File: src/core/acs_cfg.svh
// Register map, field positions, reset values and timing counts for the converter sequencer
`ifndef ACS_CFG_SVH
`define ACS_CFG_SVH
`define ACS_IDX_CTRL 8'h7A
`define ACS_IDX_MUX 8'h7C
`define ACS_IDX_CTRL_B 8'h7B
`define ACS_IDX_RES_LO 8'h78
`define ACS_IDX_RES_HI 8'h79
`define ACS_BIT_ENABLE 7
`define ACS_BIT_START 6
`define ACS_BIT_AUTO 5
`define ACS_BIT_FLAG 4
`define ACS_BIT_IRQ_EN 3
`define ACS_BIT_LEFT_ADJ 5
`define ACS_MUX_WMASK 8'hEF
`define ACS_CTRL_RESET 8'h00
`define ACS_MUX_RESET 8'h00
`define ACS_CYC_FIRST 5'h19
`define ACS_CYC_NORMAL 5'h0D
`define ACS_CHAN_TEMP 4'h8
`define ACS_REF_INTERNAL 2'h3
`endif

File: src/core/acs_pkg.sv
// Types for the converter sequencer
package acs_pkg;
  typedef enum logic [1:0] {ACS_IDLE, ACS_RUN, ACS_WAIT} acs_state_type;
endpackage

File: src/core/acs_prescaler.sv
// Prescaler making the converter clock enable pulse from the system clock
`timescale 1ns/1ps
`default_nettype none
module acs_prescaler
(
  input wire logic i_clk,
  input wire logic i_reset,
  input wire logic i_run,
  input wire logic [2:0] i_div_sel,
  output logic o_tick
);
  logic [6:0] count;
  logic [6:0] limit;

  // Codes 0 and 1 both divide by two
  always_comb
  begin
    limit = (i_div_sel == 3'h0) ? 7'h01 : 7'((8'h01 << i_div_sel) - 8'h01);
  end

  // Counter held at zero while converter is off, saving power
  always_ff @(posedge i_clk or posedge i_reset)
  begin
    if (i_reset)
      count <= 7'h00;
    else if (!i_run || count >= limit)
      count <= 7'h00;
    else
      count <= count + 7'h01;
  end

  assign o_tick = i_run && (count >= limit);
endmodule
`default_nettype wire

File: src/core/acs_sequencer.sv
// Converter control sequencer with APB register slave
//
// Behaviour
// - Channel 1000 routes and enables temperature sensor
// - Reference field selects external, supply, internal
// - Selection changes apply after current conversion
// - Left adjust bit changes readout immediately
// - Selection bit 4 reads zero always
// - Channel field picks inputs, bandgap, ground
// - Enable powers converter; clearing aborts conversion
// - Start bit begins conversion; free-run restarts
// - First conversion 25 ticks, others 13
// - Start reads one while busy; zero ignored
// - Auto trigger starts on trigger rising edge
// - Done flag sets with result update
// - Interrupt when flag, enable, global all set
// - Flag clears on vector or write one
// - Prescaler divides by 2 up to 128
// - Low byte read freezes result until high
// - Switching to free-run makes no trigger
// - Result placement right or left adjusted
//
// The implementer's own choice: the APB slave port.
`timescale 1ns/1ps
`default_nettype none
`include "acs_cfg.svh"
module acs_sequencer
  import acs_pkg::*;
(
  input wire logic i_clk,
  input wire logic i_reset,
  input wire logic psel,
  input wire logic penable,
  input wire logic pwrite,
  input wire logic [31:0] paddr,
  input wire logic [31:0] pwdata,
  input wire logic [3:0] pstrb,
  output logic [31:0] prdata,
  output logic pready,
  output logic pslverr,
  input wire logic [7:0] i_trigger_sources,
  input wire logic i_global_irq_en,
  input wire logic i_irq_vector_ack,
  input wire logic i_core_done,
  input wire logic [9:0] i_core_result,
  output logic o_core_power,
  output logic o_core_start,
  output logic o_core_init,
  output logic [3:0] o_core_channel,
  output logic [1:0] o_core_ref_sel,
  output logic o_temp_sensor_en,
  output logic o_irq
);
  ////////////////////////////////////////////////////////////////////////////
  // Register bus decode
  logic [7:0] ctrl;
  logic [7:0] mux_reg;
  logic [2:0] trigger_source_sel;
  logic [9:0] result;
  logic [9:0] result_shown;
  logic lock_result;
  logic result_frozen;
  logic busy;
  logic first_pending;
  logic free_running;
  logic [3:0] active_channel;
  logic [1:0] active_ref;
  logic [4:0] tick_count;
  logic [4:0] conv_len;
  logic tick;
  logic trig_s1;
  logic trig_s2;
  logic trig_s3;
  logic trig_prev;
  logic conv_done;
  logic start_req;
  acs_state_type state;
  logic access;
  logic wr;
  logic rd;
  logic [7:0] idx;
  logic [7:0] wbyte;
  logic [15:0] shaped;

  assign access = psel && penable;
  assign wr = access && pwrite && pstrb[0];
  assign rd = access && !pwrite;
  assign idx = paddr[9:2];
  assign wbyte = pwdata[7:0];
  assign pready = 1'b1;
  // Unmapped addresses answer with an error, reads give zero
  assign pslverr = access && !(idx == `ACS_IDX_CTRL || idx == `ACS_IDX_MUX ||
    idx == `ACS_IDX_CTRL_B || idx == `ACS_IDX_RES_LO || idx == `ACS_IDX_RES_HI);

  ////////////////////////////////////////////////////////////////////////////
  // Selection register
  always_ff @(posedge i_clk or posedge i_reset)
  begin
    if (i_reset)
      mux_reg <= `ACS_MUX_RESET;
    else if (wr && idx == `ACS_IDX_MUX)
      mux_reg <= wbyte & `ACS_MUX_WMASK;
  end

  // Trigger source register
  always_ff @(posedge i_clk or posedge i_reset)
  begin
    if (i_reset)
      trigger_source_sel <= 3'h0;
    else if (wr && idx == `ACS_IDX_CTRL_B)
      trigger_source_sel <= wbyte[2:0];
  end

  ////////////////////////////////////////////////////////////////////////////
  // Prescaler, ticking only while enabled
  acs_prescaler u_prescaler
  (
    .i_clk(i_clk),
    .i_reset(i_reset),
    .i_run(ctrl[`ACS_BIT_ENABLE]),
    .i_div_sel(ctrl[2:0]),
    .o_tick(tick)
  );

  ////////////////////////////////////////////////////////////////////////////
  // Trigger input: three stages, edge counted when stages two and three agree
  always_ff @(posedge i_clk or posedge i_reset)
  begin
    if (i_reset)
    begin
      trig_s1 <= 1'b0;
      trig_s2 <= 1'b0;
      trig_s3 <= 1'b0;
      trig_prev <= 1'b0;
    end
    else
    begin
      trig_s1 <= i_trigger_sources[trigger_source_sel];
      trig_s2 <= trig_s1;
      trig_s3 <= trig_s2;
      if (trig_s2 == trig_s3)
        trig_prev <= trig_s3;
    end
  end

  // Source zero is free running, so its edges never trigger
  logic trig_rise;
  assign trig_rise = (trig_s2 == trig_s3) && trig_s3 && !trig_prev &&
    (trigger_source_sel != 3'h0);
  assign free_running = ctrl[`ACS_BIT_AUTO] && (trigger_source_sel == 3'h0);

  // Start from software or auto trigger; free-running restart is handled in the sequencer
  logic sw_start;
  assign sw_start = wr && idx == `ACS_IDX_CTRL && wbyte[`ACS_BIT_START] &&
    wbyte[`ACS_BIT_ENABLE];
  assign start_req = sw_start ||
    (ctrl[`ACS_BIT_AUTO] && ctrl[`ACS_BIT_ENABLE] && trig_rise);

  ////////////////////////////////////////////////////////////////////////////
  // Conversion sequencer: counts ticks, latches selections at start
  logic en_write_off;
  logic en_next;
  assign en_write_off = wr && idx == `ACS_IDX_CTRL && !wbyte[`ACS_BIT_ENABLE];
  // Enable as it stands after this edge, so a start written together with
  // the enable bit is not lost while the old enable still reads zero
  assign en_next = (wr && idx == `ACS_IDX_CTRL) ? wbyte[`ACS_BIT_ENABLE] :
    ctrl[`ACS_BIT_ENABLE];
  assign conv_done = (state == ACS_RUN) && tick && (tick_count == conv_len - 5'h01) &&
    !en_write_off;

  always_ff @(posedge i_clk or posedge i_reset)
  begin
    if (i_reset)
    begin
      state <= ACS_IDLE;
      tick_count <= 5'h00;
      conv_len <= `ACS_CYC_NORMAL;
      active_channel <= 4'h0;
      active_ref <= 2'h0;
    end
    else if (!en_next)
      state <= ACS_IDLE;
    else
    begin
      case (state)
        ACS_IDLE:
        begin
          if (start_req)
          begin
            state <= ACS_RUN;
            tick_count <= 5'h00;
            conv_len <= first_pending ? `ACS_CYC_FIRST : `ACS_CYC_NORMAL;
            active_channel <= mux_reg[3:0];
            active_ref <= mux_reg[7:6];
          end
        end
        ACS_RUN:
        begin
          if (conv_done)
          begin
            // Free running restarts at once, taking the new selection
            state <= free_running ? ACS_RUN : ACS_IDLE;
            tick_count <= 5'h00;
            conv_len <= `ACS_CYC_NORMAL;
            active_channel <= mux_reg[3:0];
            active_ref <= mux_reg[7:6];
          end
          else if (tick)
            tick_count <= tick_count + 5'h01;
        end
        default:
          state <= ACS_IDLE;
      endcase
    end
  end
  assign busy = (state == ACS_RUN);

  // First conversion after enabling needs initialisation
  always_ff @(posedge i_clk or posedge i_reset)
  begin
    if (i_reset)
      first_pending <= 1'b1;
    else if (!ctrl[`ACS_BIT_ENABLE] || en_write_off)
      first_pending <= 1'b1;
    else if (busy)
      first_pending <= 1'b0;
  end

  ////////////////////////////////////////////////////////////////////////////
  // Control and status register; flag set wins over a clear
  always_ff @(posedge i_clk or posedge i_reset)
  begin
    if (i_reset)
      ctrl <= `ACS_CTRL_RESET;
    else
    begin
      if (wr && idx == `ACS_IDX_CTRL)
      begin
        ctrl[7] <= wbyte[7];
        ctrl[5] <= wbyte[5];
        ctrl[3:0] <= wbyte[3:0];
      end
      // Start bit mirrors busy; written zero has no effect
      if (!en_next)
        ctrl[`ACS_BIT_START] <= 1'b0;
      else
        ctrl[`ACS_BIT_START] <= busy ? !conv_done || free_running : start_req;
      if (conv_done && !result_frozen)
        ctrl[`ACS_BIT_FLAG] <= 1'b1;
      else if ((wr && idx == `ACS_IDX_CTRL && wbyte[`ACS_BIT_FLAG]) || i_irq_vector_ack)
        ctrl[`ACS_BIT_FLAG] <= 1'b0;
    end
  end

  ////////////////////////////////////////////////////////////////////////////
  // Result register with low-then-high read lock
  always_ff @(posedge i_clk or posedge i_reset)
  begin
    if (i_reset)
      result <= 10'h000;
    else if (conv_done && !result_frozen)
      result <= i_core_result;
  end

  always_ff @(posedge i_clk or posedge i_reset)
  begin
    if (i_reset)
      lock_result <= 1'b0;
    else if (rd && idx == `ACS_IDX_RES_LO)
      lock_result <= 1'b1;
    else if (rd && idx == `ACS_IDX_RES_HI)
      lock_result <= 1'b0;
  end

  // Frozen from the low byte's setup phase on, so a pair never mixes results
  assign result_frozen = lock_result ||
    (psel && !pwrite && idx == `ACS_IDX_RES_LO);

  // Adjustment applied at read time so it takes effect immediately
  assign result_shown = result;
  assign shaped = mux_reg[`ACS_BIT_LEFT_ADJ] ? {result_shown, 6'h00} :
    {6'h00, result_shown};

  // Read data, registered in setup phase
  always_ff @(posedge i_clk or posedge i_reset)
  begin
    if (i_reset)
      prdata <= 32'h0000_0000;
    else if (psel && !penable && !pwrite)
    begin
      case (paddr[9:2])
        `ACS_IDX_CTRL: prdata <= {24'h000000, ctrl};
        `ACS_IDX_MUX: prdata <= {24'h000000, mux_reg};
        `ACS_IDX_CTRL_B: prdata <= {29'h0, trigger_source_sel};
        `ACS_IDX_RES_LO: prdata <= {24'h000000, shaped[7:0]};
        `ACS_IDX_RES_HI: prdata <= {24'h000000, shaped[15:8]};
        default: prdata <= 32'h0000_0000;
      endcase
    end
  end

  ////////////////////////////////////////////////////////////////////////////
  // Analog core side
  assign o_core_power = ctrl[`ACS_BIT_ENABLE];
  // One pulse per conversion, free-running restarts included
  assign o_core_start = (start_req && (state == ACS_IDLE) && en_next) ||
    (conv_done && free_running);
  assign o_core_init = busy && (conv_len == `ACS_CYC_FIRST);
  assign o_core_channel = active_channel;
  assign o_core_ref_sel = active_ref;
  assign o_temp_sensor_en = busy && (active_channel == `ACS_CHAN_TEMP);
  // Interrupt request gated by global enable
  assign o_irq = ctrl[`ACS_BIT_FLAG] && ctrl[`ACS_BIT_IRQ_EN] && i_global_irq_en;

  ////////////////////////////////////////////////////////////////////////////
  // Checks
  logic unused_done;
  assign unused_done = i_core_done;
endmodule
`default_nettype wire

File: config.mk
export PLATFORM = sky130hd
export DESIGN_NAME = acs_sequencer
export DESIGN_NICKNAME = d
export VERILOG_FILES = /design/src/core/acs_pkg.sv /design/src/core/acs_prescaler.sv /design/src/core/acs_sequencer.sv
export VERILOG_INCLUDE_DIRS = /design/src /design/src/core
export SDC_FILE = /design/constraint.sdc
export NUM_CORES = 1
export LEC_CHECK = 0
export ABC_AREA = 1
export BUFFER_PORTS_ARGS = -buffer_cell sky130_fd_sc_hd__buf_2
export CAP_MARGIN = 20
export CORE_MARGIN = 3
export CORE_UTILIZATION = 53
export DETAILED_ROUTE_END_ITERATION = 8
export PLACE_DENSITY = 0.94
export SLEW_MARGIN = 5
export SYNTH_ARGS = -nofsm -noshare
export SYNTH_HDL_FRONTEND = slang
export SYNTH_SLANG_ARGS = --single-unit
File: constraint.sdc
create_clock -name i_clk -period 5.6 [get_ports i_clk]
set_clock_uncertainty 0.05 [all_clocks]
set_input_delay 0.56 -clock i_clk [delete_from_list [all_inputs] [get_ports i_clk]]
set_output_delay 0.56 -clock i_clk [all_outputs]
set_load 0.005 [all_outputs]
==> summary.md, run 1 <==
| Metric | Value |
|---|---|
| RSZ-0062 raised after global routing | `no` |
| Cell taking the most area after synthesis | `dfrtp_1` |
| Placed Instance Area | `between 0.003 and 0.004 mm^2` |
| GRT Residual Overflow | `0` |
| Synthesis Warnings | `0` |
| Insertion delay to the later sink of the worst-skew pair | `between 0.3 and 0.4 ns` |
| Max Cap Violations | `0` |
| Number of I/O port buffers | `61` |
| Number of vias after detailed routing | `3250` |
| Count of hold buffers inserted by post-cts repair | `0` |
| Slowest CP cell | `dfrtp_1` |
| Seq/Total Area, Yosys | `0.4313` |
| Category of the worst setup path launch point | `flop` |
| Hold Violations, Final | `0` |
| Number of H-tree levels | `3` |
| GRT Total Usage | `0.2228` |
| Ratio of final minimum period to clock period | `0.5286` |
| Top cell by count, worst path | `nand2_1` |
| Largest register FFs | `10` |
| Netlist cell types | `41` |
| Average detailed-routed wire length per instance | `about 14 um` |
| DRC violation total after the first TritonRoute iteration | `279` |
| Largest cells by area after synthesis | `dfrtp_1, nand2_1, nand3_1` |
| Final estimated routing congestion in global placement | `0.8414` |
| # diodes | `0` |
| Number of top-level pins | `between 100 and 150` |
| Average instance area after synthesis | `7.756 um^2` |
| Highest attainable clock frequency | `0.3378 GHz` |
| Total clock buffers created by CTS | `9` |
| Element type at the critical path end | `output pin` |
| Register with the most flip-flops | `result` |
| Buffer levels on the longest clock path | `2` |
| Clock Tree Root | `clkbuf_8` |
| DP Wirelength | `6235 um` |
| PostCTS Resize Cnt | `0` |
| Largest incremental delay on the critical path | `0.44 ns` |
| Utilization after layout | `0.6270` |
| Worst vdd rail ir drop | `0.0001308 V` |
| Die W | `about 90 um` |
| Die outline area | `approximately 0.008 mm^2` |
| Count of buffers added by post-CTS timing repair for setup | `0` |
| Via count normalized by instance count | `~5.3` |
| Worst slew margin relative to its limit | `0.4735` |
| Number of flip-flops and latches in the synthesized netlist | `63` |
| Critical Path AT | `approximately 2.4 ns` |
| Max-slew violation count | `0` |
| Setup slack at placement | `between 2 and 3 ns` |
| Layout Cells excl Fill | `roughly 610` |
| Pin count of the biggest net entering global routing | `64` |
| Synth top area share | `0.4170` |
| Final instance area | `0.004095 mm^2` |
| Post-DRT Antenna Nets | `0` |
| Placeable Area | `around 0.0065 mm^2` |
| Fraction of final layout cells with drive strength greater than 1 | `0.1922` |
| Signed area change from the synthesized netlist to the final layout | `11.86%` |
| Critical path class | `flop to output pin` |
| Number of cell rows | `29` |
| Critical path fanouts, max | `6` |
| Gate count of the mapped netlist | `between 400 and 500` |
| Initial core utilization | `0.5605` |
| Count of TritonRoute iterations in the first routing pass | `6` |
| Top flop regs | `result x10, ctrl x8, prdata x8` |
| Wire length of the first global-routing pass | `around 14000 um` |
| Routed wire length | `8367 um` |
| Total of fill cells in the finished design | `around 540` |
| Cell Area, Synth | `0.003661 mm^2` |
| Sequence of cells on the critical path | `or2_2, nand3_1, ha_1, nand2_1, inv_1, a21oi_1, nand2_1, nand2_1, o31ai_1, buf_2` |
| Placed Cells incl. Taps | `around 600` |
| Power density over cell area | `between 200 and 250 mW/mm^2` |
| Run status | `finished clean` |
| CTS tree | `built` |
| Clock tree sinks | `63` |
| Initial antenna violation count | `0` |
| Worst hold path class | `flop to flop` |
| # nets final | `~640` |
| Total negative setup slack | `0 ns` |
| DRC violations left | `0` |
| Total power after layout | `904.0 uW` |
| Worst-case hold slack | `0.3001 ns` |
| Req. time, crit path | `roughly 5 ns` |
| Die extent in y | `between 80 and 90 um` |
| Clock edge transition at the registers on the reported setup and hold paths | `roughly 0.07 ns` |
| Final setup violation count | `0` |
| Slew @ Worst Pin | `0.7898 ns` |
| Post-route worst setup slack | `between 2 and 3 ns` |
| Min cycle time layout | `2.960 ns` |
| Number of global-route vias before repair | `between 2000 and 3000` |
| Leak pwr | `about 2.2 nW` |
## cell type report
| cell class | count | area [um^2] | area share |
|---|---|---|---|
| clock buffer | 11 | 151.4 | 0.03697 |
| inverter | 47 | 176.4 | 0.04308 |
| timing repair buffer | 62 | 312.8 | 0.07638 |
| clock inverter | 4 | 45.04 | 0.01100 |
| multi-input combinational | 349 | 1734 | 0.4235 |
| sequential | 63 | 1579 | 0.3856 |
| tap | 77 | 96.34 | 0.02353 |
## cell usage after synthesis, drive strengths merged
master / number
o2111ai: 2
nand3: 53
nand4: 10
a21oi: 7
or2: 2
o21bai: 1
o22ai: 2
inv: 47
nor3b: 2
o221ai: 1
dfrtp: 61
mux2: 2
o31ai: 2
nor3: 6
a21boi: 2
o32ai: 1
xor2: 5
o21ai: 24
a31oi: 1
and3: 1
nand2: 147
ha: 10
conb: 2
dfstp: 2
xnor2: 1
o211ai: 1
buf: 33
nor2: 41
clkbuf: 3
## cells by family (layout without fill, tap and decap cells)
kind of cell / Yosys count / after routing / synth area share
compound gates: 44 / 44 / 0.07246
xor+xnor: 6 / 6 / 0.01435
fa+ha+maj: 10 / 10 / 0.03418
buf+inv: 83 / 124 / 0.1186
flops: 63 / 63 / 0.4313
mux: 2 / 2 / 0.006151
other cells: 2 / 25 / 0.002051
simple gates: 262 / 262 / 0.3209
## report_power, final
part / leakage (nW) / internal [mW] / switching (mW) / total [mW]
registers: 0.848 / 0.459 / 0.00252 / 0.461
clock network: 0.105 / 0.225 / 0.166 / 0.391
logic: 1.30 / 0.0175 / 0.0343 / 0.0518
## path summary, 6_finish.rpt
check,cells past startpoint,from,endpoint,slack (ns)
max in group asynchronous,3,i_reset,prdata[0],4.58
worst min-delay path,0,trig_s1,trig_s2,0.30
worst min register to register,0,trig_s1,trig_s2,0.30
min in group asynchronous,3,i_reset,o_core_ref_sel[1],0.39
worst max register to register,12,ctrl[0],result[0],3.11
worst max-delay path,10,ctrl[0],o_core_start,2.64
## layout by cell type, fill, tap and decap left out, drive strengths merged, types with 3 or more instances in the layout
cell type / netlist / routed
nand4: 10 / 10
ha: 10 / 10
clkbuf: 3 / 11
clkinv: 0 / 3
o21ai: 24 / 24
nand2: 147 / 147
nor3: 6 / 6
nand3: 53 / 53
dfrtp: 61 / 61
buf: 33 / 62
inv: 47 / 47
conb: 2 / 25
a21oi: 7 / 7
xor2: 5 / 5
nor2: 41 / 41
## worst max-delay path, delay by kind of cell, from the launching register on
family	cells	cell delay, ns
buffers and inverters	2	0.18
AND/OR/NAND/NOR	5	0.85
adder cells (fa/ha/maj)	1	0.22
flip-flops	1	0.44
AO/OA/AOI/OAI	2	0.32
## routing by layer
| metal | routed length, um | global-route usage | vias to the layer above |
|---|---|---|---|
| li1 | - | - | 1593 |
| met1 | 3578 | 0.2901 | 1488 |
| met2 | 3973 | 0.3563 | 143 |
| met3 | 558 | 0.04147 | 26 |
| met4 | 256 | 0.1123 | 0 |
| met5 | 0 | 0 | - |
No activity file was read; power rests on OpenSTA's default activity.
==> run 2, diff against run 1 <==
--- a/config.mk
+++ b/config.mk
@@ -10,9 +10,9 @@
 export BUFFER_PORTS_ARGS = -buffer_cell sky130_fd_sc_hd__buf_2
 export CAP_MARGIN = 20
 export CORE_MARGIN = 3
-export CORE_UTILIZATION = 53
+export CORE_UTILIZATION = 45
 export DETAILED_ROUTE_END_ITERATION = 8
-export PLACE_DENSITY = 0.94
+export PLACE_DENSITY = 0.86
 export SLEW_MARGIN = 5
 export SYNTH_ARGS = -nofsm -noshare
 export SYNTH_HDL_FRONTEND = slang
==> constraint.sdc (replaced) <==
create_clock -name i_clk -period 2.6 [get_ports i_clk]
set_clock_uncertainty 0.05 [all_clocks]
set_input_delay 0.26 -clock i_clk [delete_from_list [all_inputs] [get_ports i_clk]]
set_output_delay 0.26 -clock i_clk [all_outputs]
set_load 0.005 [all_outputs]
==> summary.md, run 2 (synthesis results as in run 1) <==
| Metric | Value |
|---|---|
| Clock edge transition at the registers on the reported setup and hold paths | `0.07 ns (about the same)` |
| Largest incremental delay on the critical path | `0.45 ns (was 0.44 ns)` |
| Number of H-tree levels | `3 (unchanged)` |
| Category of the worst setup path launch point | `flop (unchanged)` |
| Pin count of the biggest net entering global routing | `34 (was 64)` |
| Critical Path AT | `2.18 ns (was 2.35 ns)` |
| Critical path class | `flop to output pin (unchanged)` |
| Total of fill cells in the finished design | `706 (was 542)` |
| Initial core utilization | `0.4689 (was 0.5605)` |
| Sequence of cells on the critical path | `or2_2, nand3_1, ha_1, nand2_1, nor2_1, nand2_1, nand2_1, nand2_4, o31ai_2, buf_2 (was or2_2, nand3_1, ha_1, nand2_1, inv_1, a21oi_1, nand2_1, nand2_1, o31ai_1, buf_2)` |
| Max-slew violation count | `0 (unchanged)` |
| CTS tree | `built (unchanged)` |
| Number of cell rows | `32 (was 29)` |
| Power density over cell area | `493.6 mW/mm^2 (was 220.7 mW/mm^2)` |
| Internal cell power | `1.621 mW (was 700.9 uW)` |
| Worst reg2reg path depth | `12 (unchanged)` |
| Utilization after layout | `0.5393 (was 0.6270)` |
| Leading cell type in the layout, fill and taps excluded | `nand2_1 (unchanged)` |
| Flop pwr share | `0.478 (was 0.510)` |
| Commonest cells after routing, fill and taps aside | `nand2_1, buf_2, dfrtp_1, nand3_1, inv_1 (was nand2_1, dfrtp_1, buf_2, nand3_1, inv_1)` |
| Worst vdd rail ir drop | `0.0002542 V (was 0.0001308 V)` |
| DRC violation total after the first TritonRoute iteration | `309 (was 279)` |
| Proportion of total power due to net switching | `0.2203 (was 0.2246)` |
| RSZ-0062 raised after global routing | `no (unchanged)` |
| Logic gate share of total power | `0.056 (was 0.057)` |
| Largest delay contributor family on the critical path | `simple AND/OR/NAND/NOR gates (unchanged)` |
| Fraction of final layout cells with drive strength greater than 1 | `0.2019 (was 0.1922)` |
| Total power after layout | `2.078 mW (was 904.0 uW)` |
| Total negative setup slack | `0 ns (unchanged)` |
| GRT Total Usage | `0.1913 (was 0.2228)` |
| Crit path from | `ctrl[0] (unchanged)` |
| Number of vias after detailed routing | `3306 (was 3250)` |
| Initial antenna violation count | `0 (unchanged)` |
| Top cell by count, worst path | `nand2_1 (unchanged)` |
| Clock power share | `0.466 (was 0.433)` |
| Net switching power of the design | `457.8 uW (was 203.0 uW)` |
| Clock Tree Root | `clkbuf_8 (unchanged)` |
| Count of TritonRoute iterations in the first routing pass | `8 (was 6)` |
| Slew @ Worst Pin | `0.6687 ns (was 0.7898 ns)` |
| DRC violations left | `0 (unchanged)` |
| Signed area change from the synthesized netlist to the final layout | `15.00% (was 11.86%)` |
| Placeable Area | `0.007807 mm^2 (was 0.006531 mm^2)` |
| Worst hold stages | `2 (was 0)` |
| Slowest CP cell | `dfrtp_2 (was dfrtp_1)` |
| # nets final | `639 (was 636)` |
| Routed wire length | `8630 um (was 8367 um)` |
| Reg2reg setup slack | `0.37 ns (was 3.11 ns)` |
| DP Wirelength | `6480 um (was 6235 um)` |
| Critical path fanouts, max | `6 (unchanged)` |
| Die extent in y | `96.20 um (was 89.11 um)` |
| Die outline area | `0.009253 mm^2 (was 0.007941 mm^2)` |
| Number of I/O port buffers | `61 (unchanged)` |
| Post-route worst setup slack | `0.1116 ns (was 2.640 ns)` |
| Post-DRT Antenna Nets | `0 (unchanged)` |
| Number of global-route vias before repair | `2925 (was 2990)` |
| Average detailed-routed wire length per instance | `13.44 um (was 13.65 um)` |
| Die W | `96.20 um (was 89.11 um)` |
| Final setup violation count | `0 (unchanged)` |
| Largest register FFs | `10 (unchanged)` |
| Highest attainable clock frequency | `approximately 0.40 GHz` |
| Via count normalized by instance count | `5.150 (was 5.302)` |
| Total clock buffers created by CTS | `9 (unchanged)` |
| Element type at the critical path end | `output pin (unchanged)` |
| Register with the most flip-flops | `result (unchanged)` |
| Reg-to-reg startpoint | `ctrl[0] (unchanged)` |
| Insertion delay to the later sink of the worst-skew pair | `0.34 ns (about the same)` |
| Hold Violations, Final | `0 (unchanged)` |
| Max Cap Violations | `0 (unchanged)` |
| Setup slack at placement | `0.3051 ns (was 2.849 ns)` |
| Placed Instance Area | `0.003958 mm^2 (was 0.003899 mm^2)` |
| Final instance area | `0.004210 mm^2 (was 0.004095 mm^2)` |
| Buffering stage count on the worst path with inverters included | `1 (was 2)` |
| Number of top-level pins | `139 (unchanged)` |
| GRT Residual Overflow | `0 (unchanged)` |
| Min cycle time layout | `roughly 2.5 ns` |
| Count of buffers added by post-CTS timing repair for setup | `0 (unchanged)` |
| Wire length of the first global-routing pass | `13770 um (was 13660 um)` |
| Final estimated routing congestion in global placement | `0.9611 (was 0.8414)` |
| # diodes | `0 (unchanged)` |
| Run status | `finished clean (unchanged)` |
| Endpoint with the worst hold slack | `ctrl[4] (was trig_s2)` |
| Worst slew margin relative to its limit | `0.5535 (was 0.4735)` |
| Ratio of final minimum period to clock period | `0.9571` |
| Buffer levels on the longest clock path | `2 (unchanged)` |
| Leak pwr | `2.294 nW (was 2.250 nW)` |
| Clock tree sinks | `63 (unchanged)` |
| Startpoint of the worst hold path | `i_irq_vector_ack (was trig_s1)` |
| Req. time, crit path | `2.29 ns (was 4.99 ns)` |
| Top flop regs | `result x10, ctrl x8, prdata x8 (unchanged)` |
| Worst hold path class | `input pin to flop (was flop to flop)` |
| Worst R2R End | `result[4] (was result[0])` |
[run 2: cell types whose count changed in the layout (fill, tap and decap cells not counted), sizes merged]
cell	previous run	this run
clkinv	3	1
clkbuf	11	13
buf	62	64
bufinv	1	2
dlygate4sd3	0	1
[run 2: repair_timing]
| item | in CTS | in global routing |
|---|---|---|
| cloned | 0 | 0 |
| endpoints found under the setup margin | 1 | 1 |
| resized for setup | 2 | 4 |
| endpoints found under the hold margin | 28 | 0 |
| pin swaps | 0 | 0 |
| hold buffers | 1 | 0 |
[run 2: per-stage QoR]
step,hold slack [ns],instances
after detailed placement,0.3022,625
after floorplan,0.2812,495
after global routing,0.05060,642
after global placement,0.2836,625
after CTS,0.03659,642
final,0.04030,642
[run 2: worst max path at each step]
stage,endpoint,slack (ns),depth (start not counted)
2_1_floorplan,ctrl[4],0.56,12
3_3_place_gp,result[1],0.36,12
3_5_place_dp,result[0],0.31,12
4_1_cts,o_core_start,0.01,10
5_1_grt,o_core_start,0.002,10
6_report,o_core_start,0.11,10
[run 2: metal layers]
layer | global-route usage | vias up | wire length, um
met1 | 0.2650 | 1560 | 3799
met4 | 0.05569 | 0 | 140
met5 | 0 | - | 0
met3 | 0.04066 | 15 | 591
li1 | - | 1599 | -
met2 | 0.3007 | 132 | 4098
[run 2: power groups by stage]
stage	registers (mW)	logic (mW)	clock network, mW
final	0.993	0.116	0.969
after global routing	0.993	0.135	1.02
after CTS	0.993	0.117	0.972
after detailed placement	1.01	0.114	0
after global placement	1.01	0.110	0
after floorplan	1.01	0.0897	0
[run 2: layout make-up]
cell class	instances	area [um^2]	area share
clock buffers	13	158.9	0.03774
well taps	102	127.6	0.03031
repair buffers	65	350.3	0.08321
multi-input cells	349	1750	0.4158
inverters	47	176.4	0.04190
flip-flops and latches	63	1582	0.3756
clock inverters	3	65.06	0.01545
==> run 3, diff against run 2 <==
--- a/config.mk
+++ b/config.mk
@@ -16,4 +16,5 @@
 export SLEW_MARGIN = 5
 export SYNTH_ARGS = -nofsm -noshare
 export SYNTH_HDL_FRONTEND = slang
+export SYNTH_HIERARCHICAL = 1
 export SYNTH_SLANG_ARGS = --single-unit
==> summary.md, run 3 <==
| Metric | Value |
|---|---|
| Clock edge transition at the registers on the reported setup and hold paths | `0.07 ns (about the same)` |
| Pin count of the biggest net entering global routing | `27 (was 34)` |
| Cell types with the highest counts after synthesis | `nand2_1, dfrtp_1, inv_1, nor2_1, nand3_1 (was nand2_1, dfrtp_1, nand3_1, inv_1, nor2_1)` |
| Die extent in y | `95.80 um (was 96.20 um)` |
| DP Wirelength | `6624 um (was 6480 um)` |
| Gate count of the mapped netlist | `474 (was 472)` |
| Largest cells by area after synthesis | `dfrtp_1, nand2_1, buf_4 (was dfrtp_1, nand2_1, nand3_1)` |
| Placed Cells incl. Taps | `637 (was 625)` |
| Placed Instance Area | `0.003979 mm^2 (was 0.003958 mm^2)` |
| Min cycle time layout | `2.617 ns (was 2.488 ns)` |
| Buffer levels on the longest clock path | `2 (unchanged)` |
| Number of I/O port buffers | `61 (unchanged)` |
| Critical path fanouts, max | `7 (was 6)` |
| Max-slew violation count | `0 (unchanged)` |
| Cell taking the most area after synthesis | `dfrtp_1 (unchanged)` |
| Reg2reg setup slack | `0.15 ns (was 0.37 ns)` |
| Routed met2 length | `4232 um (was 4098 um)` |
| Leading cell type in the layout, fill and taps excluded | `nand2_1 (unchanged)` |
| Fraction of final layout cells with drive strength greater than 1 | `0.2326 (was 0.2019)` |
| Number of vias after detailed routing | `3341 (was 3306)` |
| Element type at the critical path end | `output pin (unchanged)` |
| Average instance area after synthesis | `7.655 um^2 (was 7.756 um^2)` |
| Critical path class | `flop to output pin (unchanged)` |
| Largest incremental delay on the critical path | `0.47 ns (was 0.45 ns)` |
| Die W | `95.80 um (was 96.20 um)` |
| Final setup violation count | `1 (was 0)` |
| Leak pwr | `2.301 nW (was 2.294 nW)` |
| Number of H-tree levels | `3 (unchanged)` |
| Category of the worst setup path launch point | `flop (unchanged)` |
| Wire length on met3 | `626 um (was 591 um)` |
| DRC violations left | `0 (unchanged)` |
| Post-DRT Antenna Nets | `0 (unchanged)` |
| Crit path from | `ctrl[2] (was ctrl[0])` |
| Total clock buffers created by CTS | `9 (unchanged)` |
| Capture point of the worst path | `o_core_start (unchanged)` |
| Highest attainable clock frequency | `0.3821 GHz (was 0.4019 GHz)` |
| Hold Violations, Final | `0 (unchanged)` |
| Cell with the most instances after synthesis | `nand2_1 (unchanged)` |
| Slowest CP cell | `dfrtp_2 (unchanged)` |
| GRT Total Usage | `0.2028 (was 0.1913)` |
| Uppermost signal routing layer after detailed routing | `met4 (unchanged)` |
| Reg-to-reg startpoint | `ctrl[2] (was ctrl[0])` |
| Initial antenna violation count | `0 (unchanged)` |
| Total power after layout | `1.977 mW (was 2.078 mW)` |
| Insertion delay to the later sink of the worst-skew pair | `0.34 ns (about the same)` |
| Final estimated routing congestion in global placement | `0.9058 (was 0.9611)` |
| Worst slew margin relative to its limit | `0.4980 (was 0.5535)` |
| CTS tree | `built (unchanged)` |
| Worst R2R End | `result[7] (was result[4])` |
| Power density over cell area | `458.3 mW/mm^2 (was 493.6 mW/mm^2)` |
| Register with the most flip-flops | `result (unchanged)` |
| Worst vdd rail ir drop | `0.0003632 V (was 0.0002542 V)` |
| Placeable Area | `0.007767 mm^2 (was 0.007807 mm^2)` |
| Total of fill cells in the finished design | `713 (was 706)` |
| Met1 routed wirelength after detailed routing | `3646 um (was 3799 um)` |
| Post-route worst setup slack | `-0.01742 ns (was 0.1116 ns)` |
| Number of flops mapped to enable cells by yosys | `0 (unchanged)` |
| Multi-input combinational cell area | `0.001770 mm^2 (was 0.001750 mm^2)` |
| Post-synth ARST share | `1.000 (unchanged)` |
| Count of TritonRoute iterations in the first routing pass | `5 (was 8)` |
| Top flop regs | `result x10, ctrl x8, prdata x8 (unchanged)` |
| Commonest cells after routing, fill and taps aside | `nand2_1, buf_2, dfrtp_1, inv_1, nor2_1 (was nand2_1, buf_2, dfrtp_1, nand3_1, inv_1)` |
| Total negative setup slack | `-0.01742 ns (was 0 ns)` |
| Number of flip-flops and latches in the synthesized netlist | `63 (unchanged)` |
| Worst hold path class | `input pin to flop (unchanged)` |
| RSZ-0062 raised after global routing | `yes (was no)` |
| Wire length of the first global-routing pass | `14460 um (was 13770 um)` |
| Number of global-route vias before repair | `3166 (was 2925)` |
| Sequence of cells on the critical path | `nand2_1, ha_1, nand2_1, nor2_1, nand2_1, a21boi_2, nand2_1, nor2_1, nand2_1, nor2_2, nand2_2, inv_2, nand2_2, nand2_2, buf_2 (was or2_2, nand3_1, ha_1, nand2_1, nor2_1, nand2_1, nand2_1, nand2_4, o31ai_2, buf_2)` |
| Worst reg2reg path depth | `16 (was 12)` |
| Number of top-level pins | `139 (unchanged)` |
| Critical Path AT | `2.31 ns (was 2.18 ns)` |
| Ratio of final minimum period to clock period | `1.007 (was 0.9571)` |
| Die outline area | `0.009177 mm^2 (was 0.009253 mm^2)` |
| Cell Area, Synth | `0.003628 mm^2 (was 0.003661 mm^2)` |
| Netlist cell types | `34 (was 41)` |
| DRC violation total after the first TritonRoute iteration | `161 (was 309)` |
| Seq/Total Area, Yosys | `0.4352 (was 0.4313)` |
| Req. time, crit path | `2.29 ns (about the same)` |
| Max Cap Violations | `0 (unchanged)` |
| Synthesis Warnings | `6 (was 0)` |
| Run status | `finished, violations left (was finished clean)` |
| Failing checks | `negative setup slack` |
| GRT Residual Overflow | `0 (unchanged)` |
| Routed wire length | `8772 um (was 8630 um)` |
| # nets final | `658 (was 639)` |
| Synth top area share | `0.4207 (was 0.4170)` |
| Layout Cells excl Fill | `661 (was 642)` |
| Top cell by count, worst path | `nand2_1 (unchanged)` |
| Most used flip-flop cell after synthesis | `dfrtp_1 (unchanged)` |
| Signed area change from the synthesized netlist to the final layout | `18.90% (was 15.00%)` |
| Clock Tree Root | `clkbuf_8 (unchanged)` |
| Slew @ Worst Pin | `0.7472 ns (was 0.6687 ns)` |
| Final instance area | `0.004314 mm^2 (was 0.004210 mm^2)` |
| Number of cell rows | `32 (unchanged)` |
| Utilization after layout | `0.5554 (was 0.5393)` |
| Via count normalized by instance count | `5.054 (was 5.150)` |
| Largest register FFs | `10 (unchanged)` |
| # diodes | `0 (unchanged)` |
| Clock tree sinks | `63 (unchanged)` |
| Average detailed-routed wire length per instance | `13.27 um (was 13.44 um)` |
| Area occupied by registers | `0.001582 mm^2 (unchanged)` |
| Initial core utilization | `0.4671 (was 0.4689)` |
[run 3: report_power, final]
part / switching, mW / internal, mW / leakage (nW)
Combinational: 0.0748 / 0.0407 / 1.38
Clock: 0.373 / 0.494 / 0.0996
Sequential: 0.00605 / 0.988 / 0.824
Total: 0.454 / 1.52 / 2.30
[run 3: worst min-delay path by stage]
stage	start	endpoint	slack, ns	depth (start not counted)
floorplan	i_reset	u_prescaler/count[0]	0.01	1
global placement	i_reset	u_prescaler/count[5]	0.16	2
detailed placement	i_reset	u_prescaler/count[4]	0.17	2
CTS	i_core_result[0]	result[0]	0.06	3
global route	i_core_result[5]	result[5]	0.08	3
finish	i_core_result[0]	result[0]	0.07	3
[run 3: metrics by stage]
step / hold slack [ns] / setup WS (ns)
after CTS: 0.06146 / 0.001268
after global placement: 0.1586 / 0.06358
after global routing: 0.07722 / -0.2179
after detailed placement: 0.1669 / 0.03137
final: 0.06987 / -0.01742
after floorplan: 0.01340 / 0.3655
[run 3: logic make-up (layout without fill, tap and decap cells)]
| kind of cell | after synthesis | count (layout) | share of synthesized area |
|---|---|---|---|
| compound gates | 41 | 41 | 0.06000 |
| xor+xnor | 8 | 8 | 0.01931 |
| fa+ha+maj | 10 | 10 | 0.03448 |
| buf+inv | 80 | 142 | 0.1159 |
| flops | 63 | 63 | 0.4352 |
| mux | 2 | 2 | 0.006206 |
| other cells | 2 | 25 | 0.002070 |
| simple gates | 268 | 268 | 0.3269 |
[run 3: repair_timing]
item	in CTS	in global routing
hold buffers	1	0
setup endpoints to repair	9	21
gates cloned	0	0
buffers inserted	6	2
gates resized for setup	9	12
hold endpoints to repair	30	0
pin swaps	9	8
[run 3: cell type report]
cell class | count | share of cell area
multi-input combinational | 354 | 0.4104
inverter | 47 | 0.04147
timing repair buffer | 79 | 0.1053
sequential | 63 | 0.3666
clock buffer | 13 | 0.03683
tap | 102 | 0.02958
clock inverter | 3 | 0.009861
[run 3: critical path, delay by kind of cell (launching register included)]
family | cells | cell delay (ns)
flip-flops | 1 | 0.47
adder cells (fa/ha/maj) | 1 | 0.28
AO/OA/AOI/OAI | 1 | 0.17
AND/OR/NAND/NOR | 11 | 0.88
buffers and inverters | 2 | 0.16
[run 3: layer usage]
layer | track usage | up-vias
li1 | - | 1640
met1 | 0.2471 | 1515
met2 | 0.3457 | 159
met3 | 0.04848 | 27
met4 | 0.07938 | 0
met5 | 0 | -
